--- src/design/eeprom_pkg.sv ---
// Constants, encodings and timing for the two-wire EEPROM front end.
// Assumes a single 250 MHz system clock that samples both bus lines.

package eeprom_pkg;

    // ------------------------------------------------------------------
    // Clock and timing
    // ------------------------------------------------------------------
    localparam int CLK_MHZ = 250;
    localparam int WR_TIME_MS = 5;
    // Longest time, so rounded down
    localparam int WR_CYCLES = WR_TIME_MS * 1000 * CLK_MHZ;
    localparam int STD_KHZ = 100;
    localparam int FAST_KHZ = 400;
    localparam int FASTPLUS_KHZ = 1000;
    // Shortest clock half-period in system cycles at the top bus rate
    localparam int SCL_HALF_CYCLES = (CLK_MHZ * 1000) / (2 * FASTPLUS_KHZ);

    // ------------------------------------------------------------------
    // Array, page and serial number
    // ------------------------------------------------------------------
    localparam int MEM_DEPTH_SMALL = 128;
    localparam int MEM_DEPTH_LARGE = 256;
    localparam int PAGE_BYTES = 8;
    localparam int FIFO_DEPTH = PAGE_BYTES;
    localparam int FIFO_WIDTH = 16;
    localparam int SN_BITS = 128;
    localparam logic [7:0] SMALL_ADDR_MASK = 8'h7F;
    localparam logic [7:0] LARGE_ADDR_MASK = 8'hFF;

    // ------------------------------------------------------------------
    // Address byte fields
    // ------------------------------------------------------------------
    localparam logic [3:0] MEM_TYPE = 4'hA;
    localparam logic [3:0] SN_TYPE = 4'hB;
    localparam logic [3:0] BITS_PER_BYTE = 4'h8;

    // ------------------------------------------------------------------
    // Reset values
    // ------------------------------------------------------------------
    localparam logic [1:0] LINE_SYNC_RST = 2'h3;
    localparam logic LINE_RST = 1'h1;
    localparam logic [1:0] PIN_SYNC_RST = 2'h0;
    localparam logic [3:0] BIT_CNT_RST = 4'h0;
    localparam logic [7:0] BYTE_RST = 8'h00;
    localparam logic [31:0] TIMER_RST = 32'h0000_0000;

    typedef enum logic [6:0] {
        ST_IDLE    = 7'h01,
        ST_DEVADR  = 7'h02,
        ST_WORDADR = 7'h04,
        ST_WRDATA  = 7'h08,
        ST_ACK     = 7'h10,
        ST_RDDATA  = 7'h20,
        ST_RDACK   = 7'h40
    } phase_t;

endpackage

--- src/design/two_wire_eeprom_pin_front_end.sv ---
// Two-wire serial EEPROM slave: pins, protocol, page buffer and array.
// Assumes bus lines arrive asynchronously and the pads pull straps low.

`timescale 1ns/1ns

// ----------------------------------------------------------------------
// Page buffer FIFO
// ----------------------------------------------------------------------
module page_fifo #(
    parameter int width = 16,
    parameter int depth = 8
) (
    input wire logic clk,
    input wire logic rst_b,
    input wire logic in_valid,
    output logic in_ready,
    input wire logic [width-1:0] in_data,
    output logic out_valid,
    input wire logic out_ready,
    output logic [width-1:0] out_data
);
    localparam int PW = $clog2(depth);

    logic [width-1:0] slots [depth];
    logic [PW-1:0] wr_ptr;
    logic [PW-1:0] rd_ptr;
    logic [PW:0] count;
    logic do_push;
    logic do_pop;

    assign in_ready = (count != (PW+1)'(depth));
    assign out_valid = (count != '0);
    assign out_data = slots[rd_ptr];
    assign do_push = in_valid & in_ready;
    assign do_pop = out_valid & out_ready;

    always_ff @(posedge clk) begin
        if (do_push) begin
            slots[wr_ptr] <= in_data;
        end
    end

    always_ff @(posedge clk or negedge rst_b) begin
        if (!rst_b) begin
            wr_ptr <= '0;
            rd_ptr <= '0;
            count <= '0;
        end else begin
            if (do_push) begin
                wr_ptr <= PW'(wr_ptr + 1'b1);
            end
            if (do_pop) begin
                rd_ptr <= PW'(rd_ptr + 1'b1);
            end
            count <= (PW+1)'(count + do_push - do_pop);
        end
    end
endmodule

// ----------------------------------------------------------------------
// Slave front end
// ----------------------------------------------------------------------
module two_wire_eeprom_pin_front_end #(
    parameter logic small_variant = 1'h0,
    parameter int prog_cycles = eeprom_pkg::WR_CYCLES,
    // Arbitrary neutral value
    parameter logic [127:0] serial_number =
        128'h0011_2233_4455_6677_8899_AABB_CCDD_EEFF
) (
    input wire logic clk,
    input wire logic rst_b,
    input wire logic scl_in,
    input wire logic sda_in,
    output logic sda_out,
    output logic sda_oe,
    input wire logic addr_strap_bit0,
    input wire logic addr_strap_bit1,
    input wire logic addr_strap_bit2,
    input wire logic write_protect,
    output logic write_busy
);
    logic [1:0] scl_sync;
    logic [1:0] sda_sync;
    logic [1:0] wp_sync;
    logic [1:0] strap0_sync;
    logic [1:0] strap1_sync;
    logic [1:0] strap2_sync;
    logic scl_d;
    logic sda_d;
    logic scl_s;
    logic sda_s;
    logic wp;
    logic [2:0] strap;
    logic scl_rise;
    logic scl_fall;
    logic start_det;
    logic stop_det;

    eeprom_pkg::phase_t phase;
    eeprom_pkg::phase_t ack_next;
    logic [3:0] bit_cnt;
    logic [7:0] sh_in;
    logic [7:0] sh_out;
    logic [7:0] addr;
    logic sel_sn;
    logic byte_done;
    logic dev_hit;
    logic accept;
    logic push_valid;
    logic fifo_in_ready;
    logic fifo_out_valid;
    logic [15:0] fifo_out_data;
    logic pending;
    logic [31:0] prog_timer;
    logic [7:0] mem [eeprom_pkg::MEM_DEPTH_LARGE];
    logic [127:0] sn_shift;
    logic [7:0] rd_byte;

    function automatic logic [7:0] mask_addr(input logic [7:0] a);
        return a & (small_variant ? eeprom_pkg::SMALL_ADDR_MASK
                                  : eeprom_pkg::LARGE_ADDR_MASK);
    endfunction

    // ------------------------------------------------------------------
    // Pin synchronisers
    // ------------------------------------------------------------------
    // Pads pull floating straps and protect low; reset also reads low
    always_ff @(posedge clk or negedge rst_b) begin
        if (!rst_b) begin
            scl_sync <= eeprom_pkg::LINE_SYNC_RST;
            sda_sync <= eeprom_pkg::LINE_SYNC_RST;
            wp_sync <= eeprom_pkg::PIN_SYNC_RST;
            strap0_sync <= eeprom_pkg::PIN_SYNC_RST;
            strap1_sync <= eeprom_pkg::PIN_SYNC_RST;
            strap2_sync <= eeprom_pkg::PIN_SYNC_RST;
            scl_d <= eeprom_pkg::LINE_RST;
            sda_d <= eeprom_pkg::LINE_RST;
        end else begin
            scl_sync <= {scl_sync[0], scl_in};
            sda_sync <= {sda_sync[0], sda_in};
            wp_sync <= {wp_sync[0], write_protect};
            strap0_sync <= {strap0_sync[0], addr_strap_bit0};
            strap1_sync <= {strap1_sync[0], addr_strap_bit1};
            strap2_sync <= {strap2_sync[0], addr_strap_bit2};
            scl_d <= scl_sync[1];
            sda_d <= sda_sync[1];
        end
    end

    assign scl_s = scl_sync[1];
    assign sda_s = sda_sync[1];
    assign wp = wp_sync[1];
    assign strap = {strap2_sync[1], strap1_sync[1], strap0_sync[1]};
    // Idle clock held high by master keeps edges quiet here
    assign scl_rise = scl_s & ~scl_d;
    assign scl_fall = ~scl_s & scl_d;
    assign start_det = scl_s & scl_d & sda_d & ~sda_s;
    assign stop_det = scl_s & scl_d & ~sda_d & sda_s;

    // ------------------------------------------------------------------
    // Byte decisions
    // ------------------------------------------------------------------
    assign byte_done = scl_fall & (bit_cnt == eeprom_pkg::BITS_PER_BYTE);
    assign dev_hit = ((sh_in[7:4] == eeprom_pkg::MEM_TYPE) |
                      (sh_in[7:4] == eeprom_pkg::SN_TYPE)) &
                     (sh_in[3:1] == strap) & ~write_busy;
    // Serial number region never takes data bytes
    assign accept = ~sel_sn & ~wp & fifo_in_ready;
    assign push_valid = (phase == eeprom_pkg::ST_WRDATA) & byte_done
                        & accept;
    assign sn_shift = serial_number << {addr[3:0], 3'h0};
    assign rd_byte = sel_sn ? sn_shift[127:120] : mem[mask_addr(addr)];
    // Open drain: only ever a low level, enable does the work
    assign sda_out = 1'h0;

    // ------------------------------------------------------------------
    // Protocol engine
    // ------------------------------------------------------------------
    always_ff @(posedge clk or negedge rst_b) begin
        if (!rst_b) begin
            phase <= eeprom_pkg::ST_IDLE;
            ack_next <= eeprom_pkg::ST_IDLE;
            bit_cnt <= eeprom_pkg::BIT_CNT_RST;
            sh_in <= eeprom_pkg::BYTE_RST;
            sh_out <= eeprom_pkg::BYTE_RST;
            addr <= eeprom_pkg::BYTE_RST;
            sel_sn <= 1'h0;
            sda_oe <= 1'h0;
        end else if (start_det) begin
            phase <= eeprom_pkg::ST_DEVADR;
            bit_cnt <= eeprom_pkg::BIT_CNT_RST;
            sda_oe <= 1'h0;
        end else if (stop_det) begin
            phase <= eeprom_pkg::ST_IDLE;
            sda_oe <= 1'h0;
        end else begin
            case (phase)
                eeprom_pkg::ST_DEVADR,
                eeprom_pkg::ST_WORDADR,
                eeprom_pkg::ST_WRDATA: begin
                    if (scl_rise &&
                        bit_cnt != eeprom_pkg::BITS_PER_BYTE) begin
                        sh_in <= {sh_in[6:0], sda_s};
                        bit_cnt <= 4'(bit_cnt + 1'b1);
                    end else if (byte_done) begin
                        bit_cnt <= eeprom_pkg::BIT_CNT_RST;
                        if (phase == eeprom_pkg::ST_DEVADR) begin
                            if (dev_hit) begin
                                sda_oe <= 1'h1;
                                phase <= eeprom_pkg::ST_ACK;
                                sel_sn <= (sh_in[7:4] ==
                                           eeprom_pkg::SN_TYPE);
                                ack_next <= sh_in[0] ?
                                    eeprom_pkg::ST_RDDATA :
                                    eeprom_pkg::ST_WORDADR;
                            end else begin
                                phase <= eeprom_pkg::ST_IDLE;
                            end
                        end else if (phase == eeprom_pkg::ST_WORDADR) begin
                            addr <= sh_in;
                            sda_oe <= 1'h1;
                            phase <= eeprom_pkg::ST_ACK;
                            ack_next <= eeprom_pkg::ST_WRDATA;
                        end else if (accept) begin
                            // Address wraps within the page; the full buffer refuses a ninth byte
                            addr <= {addr[7:3], 3'(addr[2:0] + 1'b1)};
                            sda_oe <= 1'h1;
                            phase <= eeprom_pkg::ST_ACK;
                            ack_next <= eeprom_pkg::ST_WRDATA;
                        end else begin
                            phase <= eeprom_pkg::ST_IDLE;
                        end
                    end
                end
                eeprom_pkg::ST_ACK: begin
                    if (scl_fall) begin
                        phase <= ack_next;
                        if (ack_next == eeprom_pkg::ST_RDDATA) begin
                            sda_oe <= ~rd_byte[7];
                            sh_out <= {rd_byte[6:0], 1'h0};
                            bit_cnt <= 4'h1;
                            if (sel_sn) begin
                                addr <= {addr[7:4],
                                         4'(addr[3:0] + 1'b1)};
                            end else begin
                                addr <= mask_addr(8'(addr + 1'b1));
                            end
                        end else begin
                            sda_oe <= 1'h0;
                            bit_cnt <= eeprom_pkg::BIT_CNT_RST;
                        end
                    end
                end
                eeprom_pkg::ST_RDDATA: begin
                    if (scl_fall) begin
                        if (bit_cnt == eeprom_pkg::BITS_PER_BYTE) begin
                            sda_oe <= 1'h0;
                            phase <= eeprom_pkg::ST_RDACK;
                        end else begin
                            sda_oe <= ~sh_out[7];
                            sh_out <= {sh_out[6:0], 1'h0};
                            bit_cnt <= 4'(bit_cnt + 1'b1);
                        end
                    end
                end
                eeprom_pkg::ST_RDACK: begin
                    if (scl_rise) begin
                        if (!sda_s) begin
                            phase <= eeprom_pkg::ST_ACK;
                            ack_next <= eeprom_pkg::ST_RDDATA;
                        end else begin
                            phase <= eeprom_pkg::ST_IDLE;
                        end
                    end
                end
                eeprom_pkg::ST_IDLE: begin
                    bit_cnt <= eeprom_pkg::BIT_CNT_RST;
                end
                default: begin
                    phase <= eeprom_pkg::ST_IDLE;
                    sda_oe <= 1'h0;
                end
            endcase
        end
    end

    // ------------------------------------------------------------------
    // Page buffer and self-timed programming
    // ------------------------------------------------------------------
    // Drain stalls until stop, so a full page back-pressures as a nack
    page_fifo #(
        .width(eeprom_pkg::FIFO_WIDTH),
        .depth(eeprom_pkg::FIFO_DEPTH)
    ) u_page (
        .clk(clk),
        .rst_b(rst_b),
        .in_valid(push_valid),
        .in_ready(fifo_in_ready),
        .in_data({addr, sh_in}),
        .out_valid(fifo_out_valid),
        .out_ready(write_busy),
        .out_data(fifo_out_data)
    );

    always_ff @(posedge clk or negedge rst_b) begin
        if (!rst_b) begin
            write_busy <= 1'h0;
            pending <= 1'h0;
            prog_timer <= eeprom_pkg::TIMER_RST;
        end else begin
            if (stop_det && pending && !write_busy) begin
                write_busy <= 1'h1;
                pending <= 1'h0;
                prog_timer <= eeprom_pkg::TIMER_RST;
            end else if (write_busy) begin
                prog_timer <= prog_timer + 32'h0000_0001;
                if (prog_timer >= 32'(prog_cycles - 1) &&
                    !fifo_out_valid) begin
                    write_busy <= 1'h0;
                end
            end
            if (push_valid) begin
                pending <= 1'h1;
            end
        end
    end

    // Array has no reset, as a real cell array would not
    always_ff @(posedge clk) begin
        if (write_busy && fifo_out_valid && !wp) begin
            mem[mask_addr(fifo_out_data[15:8])] <=
                fifo_out_data[7:0];
        end
    end
endmodule

--- config.mk ---
export PLATFORM = sky130hd
export DESIGN_NAME = two_wire_eeprom_pin_front_end
export DESIGN_NICKNAME = d
export VERILOG_FILES = /design/src/design/eeprom_pkg.sv /design/src/design/two_wire_eeprom_pin_front_end.sv
export SDC_FILE = /design/constraint.sdc
export NUM_CORES = 2
export LEC_CHECK = 0
export BUFFER_PORTS_ARGS = -buffer_cell sky130_fd_sc_hd__buf_2
export CORE_AREA = 3 3 412 496
export DETAILED_ROUTE_END_ITERATION = 10
export DIE_AREA = 0 0 415 499
export SYNTH_ARGS = -nofsm -noshare
export SYNTH_HDL_FRONTEND = slang
export SYNTH_SLANG_ARGS = --single-unit
export TNS_END_PERCENT = 30
--- constraint.sdc ---
create_clock -name clk -period 5.9 [get_ports clk]
set_input_delay 0.295 -clock clk [delete_from_list [all_inputs] [get_ports clk]]
set_output_delay 0.295 -clock clk [all_outputs]
set_load 0.005 [all_outputs]
# --- Word level (Yosys, flattened, before mapping) ---
# Memories as Yosys holds them, arrays and structs flattened.
# Cells that the tools add are included.
totals:
  register_bits: 102
  latchBits: 0
  ram_bits: 2176
  romBits: 0
  in_bits: 8
  word_cells: 209
  mem_count: 2
mem_list:
  columns: ["memory", "words", "width", "rd", "rd_ports_with_merged_regs", "write_ports", "line", "rtl"]
  rows:
  - ["mem", 256, 8, 1, 0, 1, "two_wire_eeprom_pin_front_end.sv:115", "logic [7:0] mem [eeprom_pkg::MEM_DEPTH_LARGE];"]
  - ["u_page.slots", 8, 16, 1, 0, 1, "two_wire_eeprom_pin_front_end.sv:24", "logic [width-1:0] slots [depth];"]
classes:
  n_addsub: 9
  multipliers: 0
  n_div: 0
  magnitude_cmp: 1
  n_eq_ne: 43
  shift: 1
  n_mux: 72
  bitwise_logic: 29
  n_reduce_logical: 28
op_table:
  columns: ["operator", "n"]
  rows:
  - ["$shl A117 B7 Y128 const A", 1]
  - ["$mux W7", 17]
  - ["$mux W8", 12]
  - ["$mux W32", 2]
  - ["$ne A4 B4 Y1 const B", 10]
  - ["$pmux W7 S5", 1]
  - ["$add A32 B1 Y32 const B", 1]
  - ["$ge A32 B21 Y1 const B", 1]
  - ["$pmux W8 S2", 2]
  - ["$mux W4", 7]
  - ["$reduce_and A7 Y1", 4]
  - ["$reduce_and A9 Y1", 3]
  - ["$ne A2 B2 Y1 const B", 12]
  - ["$mux W1", 22]
  - ["$mux W5", 4]
  - ["$ne A3 B3 Y1 const B", 6]
  - ["$and A1 B1 Y1", 16]
  - ["$pmux W4 S4", 1]
  - ["$eq A7 B6 Y1 const B", 2]
  - ["$pmux W7 S2", 1]
  - ["$eq A4 B4 Y1 const B", 3]
  - ["$not A1 Y1", 12]
  - ["$reduce_and A10 Y1", 1]
  - ["$reduce_bool A2 Y1", 5]
  - ["other kinds (27)", 37]

# --- Longest topological paths before layout ---
depth:
  word_depth: 11
  ltp_mapped: 15
  ltp_nobuf: 11

# --- Hierarchy ---
# From an unflattened synthesis, not the netlist that was laid out.
hier_totals:
  hier_cells: 4498
  area_unflattened_um2: 89638.5
modules_own_cells:
  columns: ["mod", "n_inst", "cells_each", "area_per_inst_um2"]
  rows:
  - ["two_wire_eeprom_pin_front_end", 1, 4257, 84136.9]
  - ["page_fifo", 1, 241, 5501.5]

# --- Worst setup path before layout ---
# OpenSTA, ideal clock, no wires.
synth_timing:
  kind: "register to register"
  from: "register u_page.rd_ptr[0]"
  to: "memory mem[0][0], data pin"
  setup_ns: 0.555
  arrival_ns: 3.495
  t_required_ns: 5.345
  setup_slack_ns: 1.850
  stages_incl_launch_ff: 6
  n_path_buf: 3
  period_less_slack_ns: 4.050
  path_cell_list: "dfrtp_1 buf_2 buf_2 buf_1 mux4_2 mux2_2"
synth_via:
  elab_chain_len: 1
synth_lines:
  columns: ["item", "line", "rtl"]
  rows:
  - ["start, declared", "two_wire_eeprom_pin_front_end.sv:26", "logic [PW-1:0] rd_ptr;"]
  - ["start signal, assigned", "two_wire_eeprom_pin_front_end.sv:53", "rd_ptr <= PW'(rd_ptr + 1'b1);"]
  - ["$mem_v2 Z8 W16", null, null]
  - ["net fifo_out_data[0]", "two_wire_eeprom_pin_front_end.sv:112", "logic [15:0] fifo_out_data;"]
  - ["end, declared", "two_wire_eeprom_pin_front_end.sv:115", null]
# The timed path passes the listed nets, and every way through them passes these cells.

# --- Worst setup path after layout ---
layout_timing:
  from: "register u_page.rd_ptr[0]"
  to: "memory mem[61][5] (enable)"
layout_via:
  elab_chain_len: 1
layout_lines:
  columns: ["item"]
  rows:
  - ["$mem_v2 Z8 W16"]
# Every way passes these cells.

==> results.md <==
- Status: completed
- Fin crit share: roughly 80%
- Via density: 6.110
- Drt drc: 0
- HPWL Detailed: roughly 140 mm
- Main combinational cell family by area after synthesis: multiplexers
- Crit Path Max Fanout: 20
- Reg clk slew, reported paths: 70 ps
- Mux cell area share after synthesis: 15.63%
- Critical path data required time: 6370 ps
- # clock sinks: 2274
- Largest net degree at the start of global routing: 134
- Slew Limit Fails: 0
- Setup violators final: 0
- Final #Nets: 4610
- EDFF count, synth: 2176
- Worst setup EP type: flop
- Fmax: 212.0 MHz
- H-tree depth: 4
- GPL Wtd Cong: 0.8700
- Vias: 45.18k
- Cts repair resizes: 0
- Critical Path Most Common Cell: nor2_1
- Initial antenna violation count: 5
- Top-count cell post-synth: edfxtp_1
- Layout cells sized above 1: approximately a fifth
- Placement Rows: 180
- Port bufs: 9
- Seq/Total Area, Yosys: 75.43%
- Simple-Gate Fraction of Synth Area: roughly 3.4%
- Final setup TNS: 0 ps
- Worst Tran Pin Value: 1213 ps
- Yosys cell types: 83
- Hold buffers post-CTS: 9
- Crit path cell chain: buf_4 -> mux4_2 -> mux2_2 -> nor2_1 -> nand2_1 -> nor2_1
- Die X: around 420 µm
- Worst-Skew Late Latency: 860 ps
- Critical path class: flop to flop
- Synthesized area per cell: 20.00 µm²
- Post-DRT Antenna Nets: 0
- Synth Area in Compound Gates: under 10%
- Total setup buffers inserted after CTS: 0
- R2R depth: 6
- Gr usage total: between 20% and 30%
- Mapped Cells: 4495
- Top post-synthesis cells by count: 2176 x edfxtp_1, 478 x mux4_2, 338 x nor2_1, 282 x mux2i_1, 156 x nand2_1
- Post-synth top flop: edfxtp_1
- Worst setup SP type: flop
- Synth area leaders: edfxtp_1 73%, mux4_2 12%, mux2i_1 3.1%, dfrtp_1 2.5%, nor2_1 1.4%
- Number of DRC markers in iteration 0: 5388
- CP max stage cell: nor2_1
- Worst EP arrival: 5180 ps
- Core Area: around 200000 µm²
- Vias in the first global route: about 46k
- Asr flop ratio synth: under 10%
- Drt total wl: 234.0 mm
- CTS buffer count: ~210
- Cell Pwr Density: 381.1 nW/µm²
- Unrepaired setup endpoints after global routing: no
- GR Overflow Total: 0
- Worst Clk Skew: 35.38 ps
- # fillers: 15.90k
- WL/cell: 31.64 µm
- Post-Syn Area: 89890 µm²
- Max-cap violations: 0
- Synthesized flop and latch total: ~2.3k
- Crit-path max cell delay: ~800 ps
- Post-synth top area share: 72.69%
- Initial DRT Pass Iterations: 6
- Die H: about 500 µm
- Initial Utilization: between 40% and 50%
- Post-Synth XOR/XNOR Area: 0.1364%
- Hold Path Class: input port to flop
- Ys Warns: 0
- Fin. Hold Viols: 0
- Area Growth Syn to Fin: 11.01%
- Crit path time final: 4718 ps
- Leakage: 29.08 nW
- Hold depth: 2
- CTS tree: done
- First-pass GRT wire length: around 340 mm
- Post-synthesis adder-cell area fraction: 0.1893%
- IO Pins: 11
- Final hold slack: 96.76 ps
- Max VDD drop: 0.3459 mV
- Cell taking the most area after synthesis: edfxtp_1
- Slew HR: 18.92%
- Post-synth net total: 4516
- Clock buffer depth: 3
- Clock root buffer: clkbuf_16
- DIE AREA: 207100 µm²
-- metal layers --
metal	vias to the layer above	GRT usage, %	share of wire, %
li1	18740	-	-
met1	24030	30.88	40
met2	1998	36.60	49
met3	405	4.145	7.6
met4	2	8.050	3.9
met5	-	0	0.0047
-- final cells by class --
type / count / area (µm²) / area share, %
sequential: 2274 / 67830 / 67.97
multi-input combinational: 1939 / 20590 / 20.64
clock buffer: 265 / 5608 / 5.620
tap: 2639 / 3302 / 3.309
timing repair buffer: 141 / 1309 / 1.312
clock inverter: 112 / 1047 / 1.050
inverter: 22 / 91.34 / 0.09153
antenna: 3 / 7.507 / 0.007523
-- state kept, by name, indices dropped and copies added, names as in the netlist, 3 cells and up --
| register | flops |
|---|---|
| ack_next | 4 |
| addr | 8 |
| bit_cnt | 4 |
| mem | 2048 |
| phase | 7 |
| prog_timer | 32 |
| sh_in | 8 |
| sh_out | 7 |
| u_page.count | 4 |
| u_page.rd_ptr | 3 |
| u_page.slots | 128 |
| u_page.wr_ptr | 3 |
-- cell families after synthesis --
group,count (synthesis)
buffers and inverters,282
AND/OR/NAND/NOR,693
adder cells (fa/ha/maj),13
other,1
XOR/XNOR,14
multiplexers,794
flip-flops,2274
AO/OA/AOI/OAI,424
-- cell usage in the layout, fill, tap and decap left out, types with 9 or more instances in the layout --
cell type,count
o31ai_1,17
o21ai_0,45
a21oi_1,88
buf_4,105
edfxtp_1,2176
dfrtp_1,82
clkinv_2,33
o221ai_1,111
nor4_1,16
o22ai_1,63
mux2_2,21
nor3_1,40
mux2i_1,282
nand3_1,50
inv_1,19
nand3_2,11
nand2_1,155
bufinv_16,18
mux4_2,478
clkinvlp_4,10
clkinv_1,39
a211oi_1,12
buf_12,20
o211ai_1,9
nand4_1,11
nor2_1,338
clkbuf_1,46
nand2b_1,10
ha_1,12
clkbuf_16,215
-- worst max-delay path: cells and delay by family, from the launching register on --
family	cells	cell delay, ps
buffers and inverters	1	480
DFF	1	670
muxes	2	880
and+or+nand+nor	3	2280
-- per-stage QoR --
step	area, µm²	std cells	setup slack, ps	power, mW	util (%)
floorplan	89890	4495	1850	23.18	-
global placement	93020	7006	1202	25.01	46.51
detailed placement	93020	7006	1127	25.04	46.51
CTS	99780	7392	1132	38.30	49.89
global route	99780	7393	956.1	39.20	49.89
finish	99780	7395	1182	38.03	49.89
-- worst paths after layout --
check / to / slack [ps] / from
min in group asynchronous: phase[0] / 560 / rst_b
hold / removal: strap1_sync[0] / 100 / addr_strap_bit1
hold reg to reg: strap0_sync[1] / 350 / strap0_sync[0]
max in group asynchronous: prog_timer[31] / 4430 / rst_b
setup reg to reg: mem[61][5] / 1180 / u_page.rd_ptr[0]
setup / recovery: mem[61][5] / 1180 / u_page.rd_ptr[0]
-- power by group --
group,internal [mW],switching (mW),leakage [nW]
clock,7.49,5.86,3.24
sequential,17.5,0.224,18.9
combinational,2.75,4.21,6.97
total,27.7,10.3,29.1
Note: power is estimated with default switching activity, not from simulation.
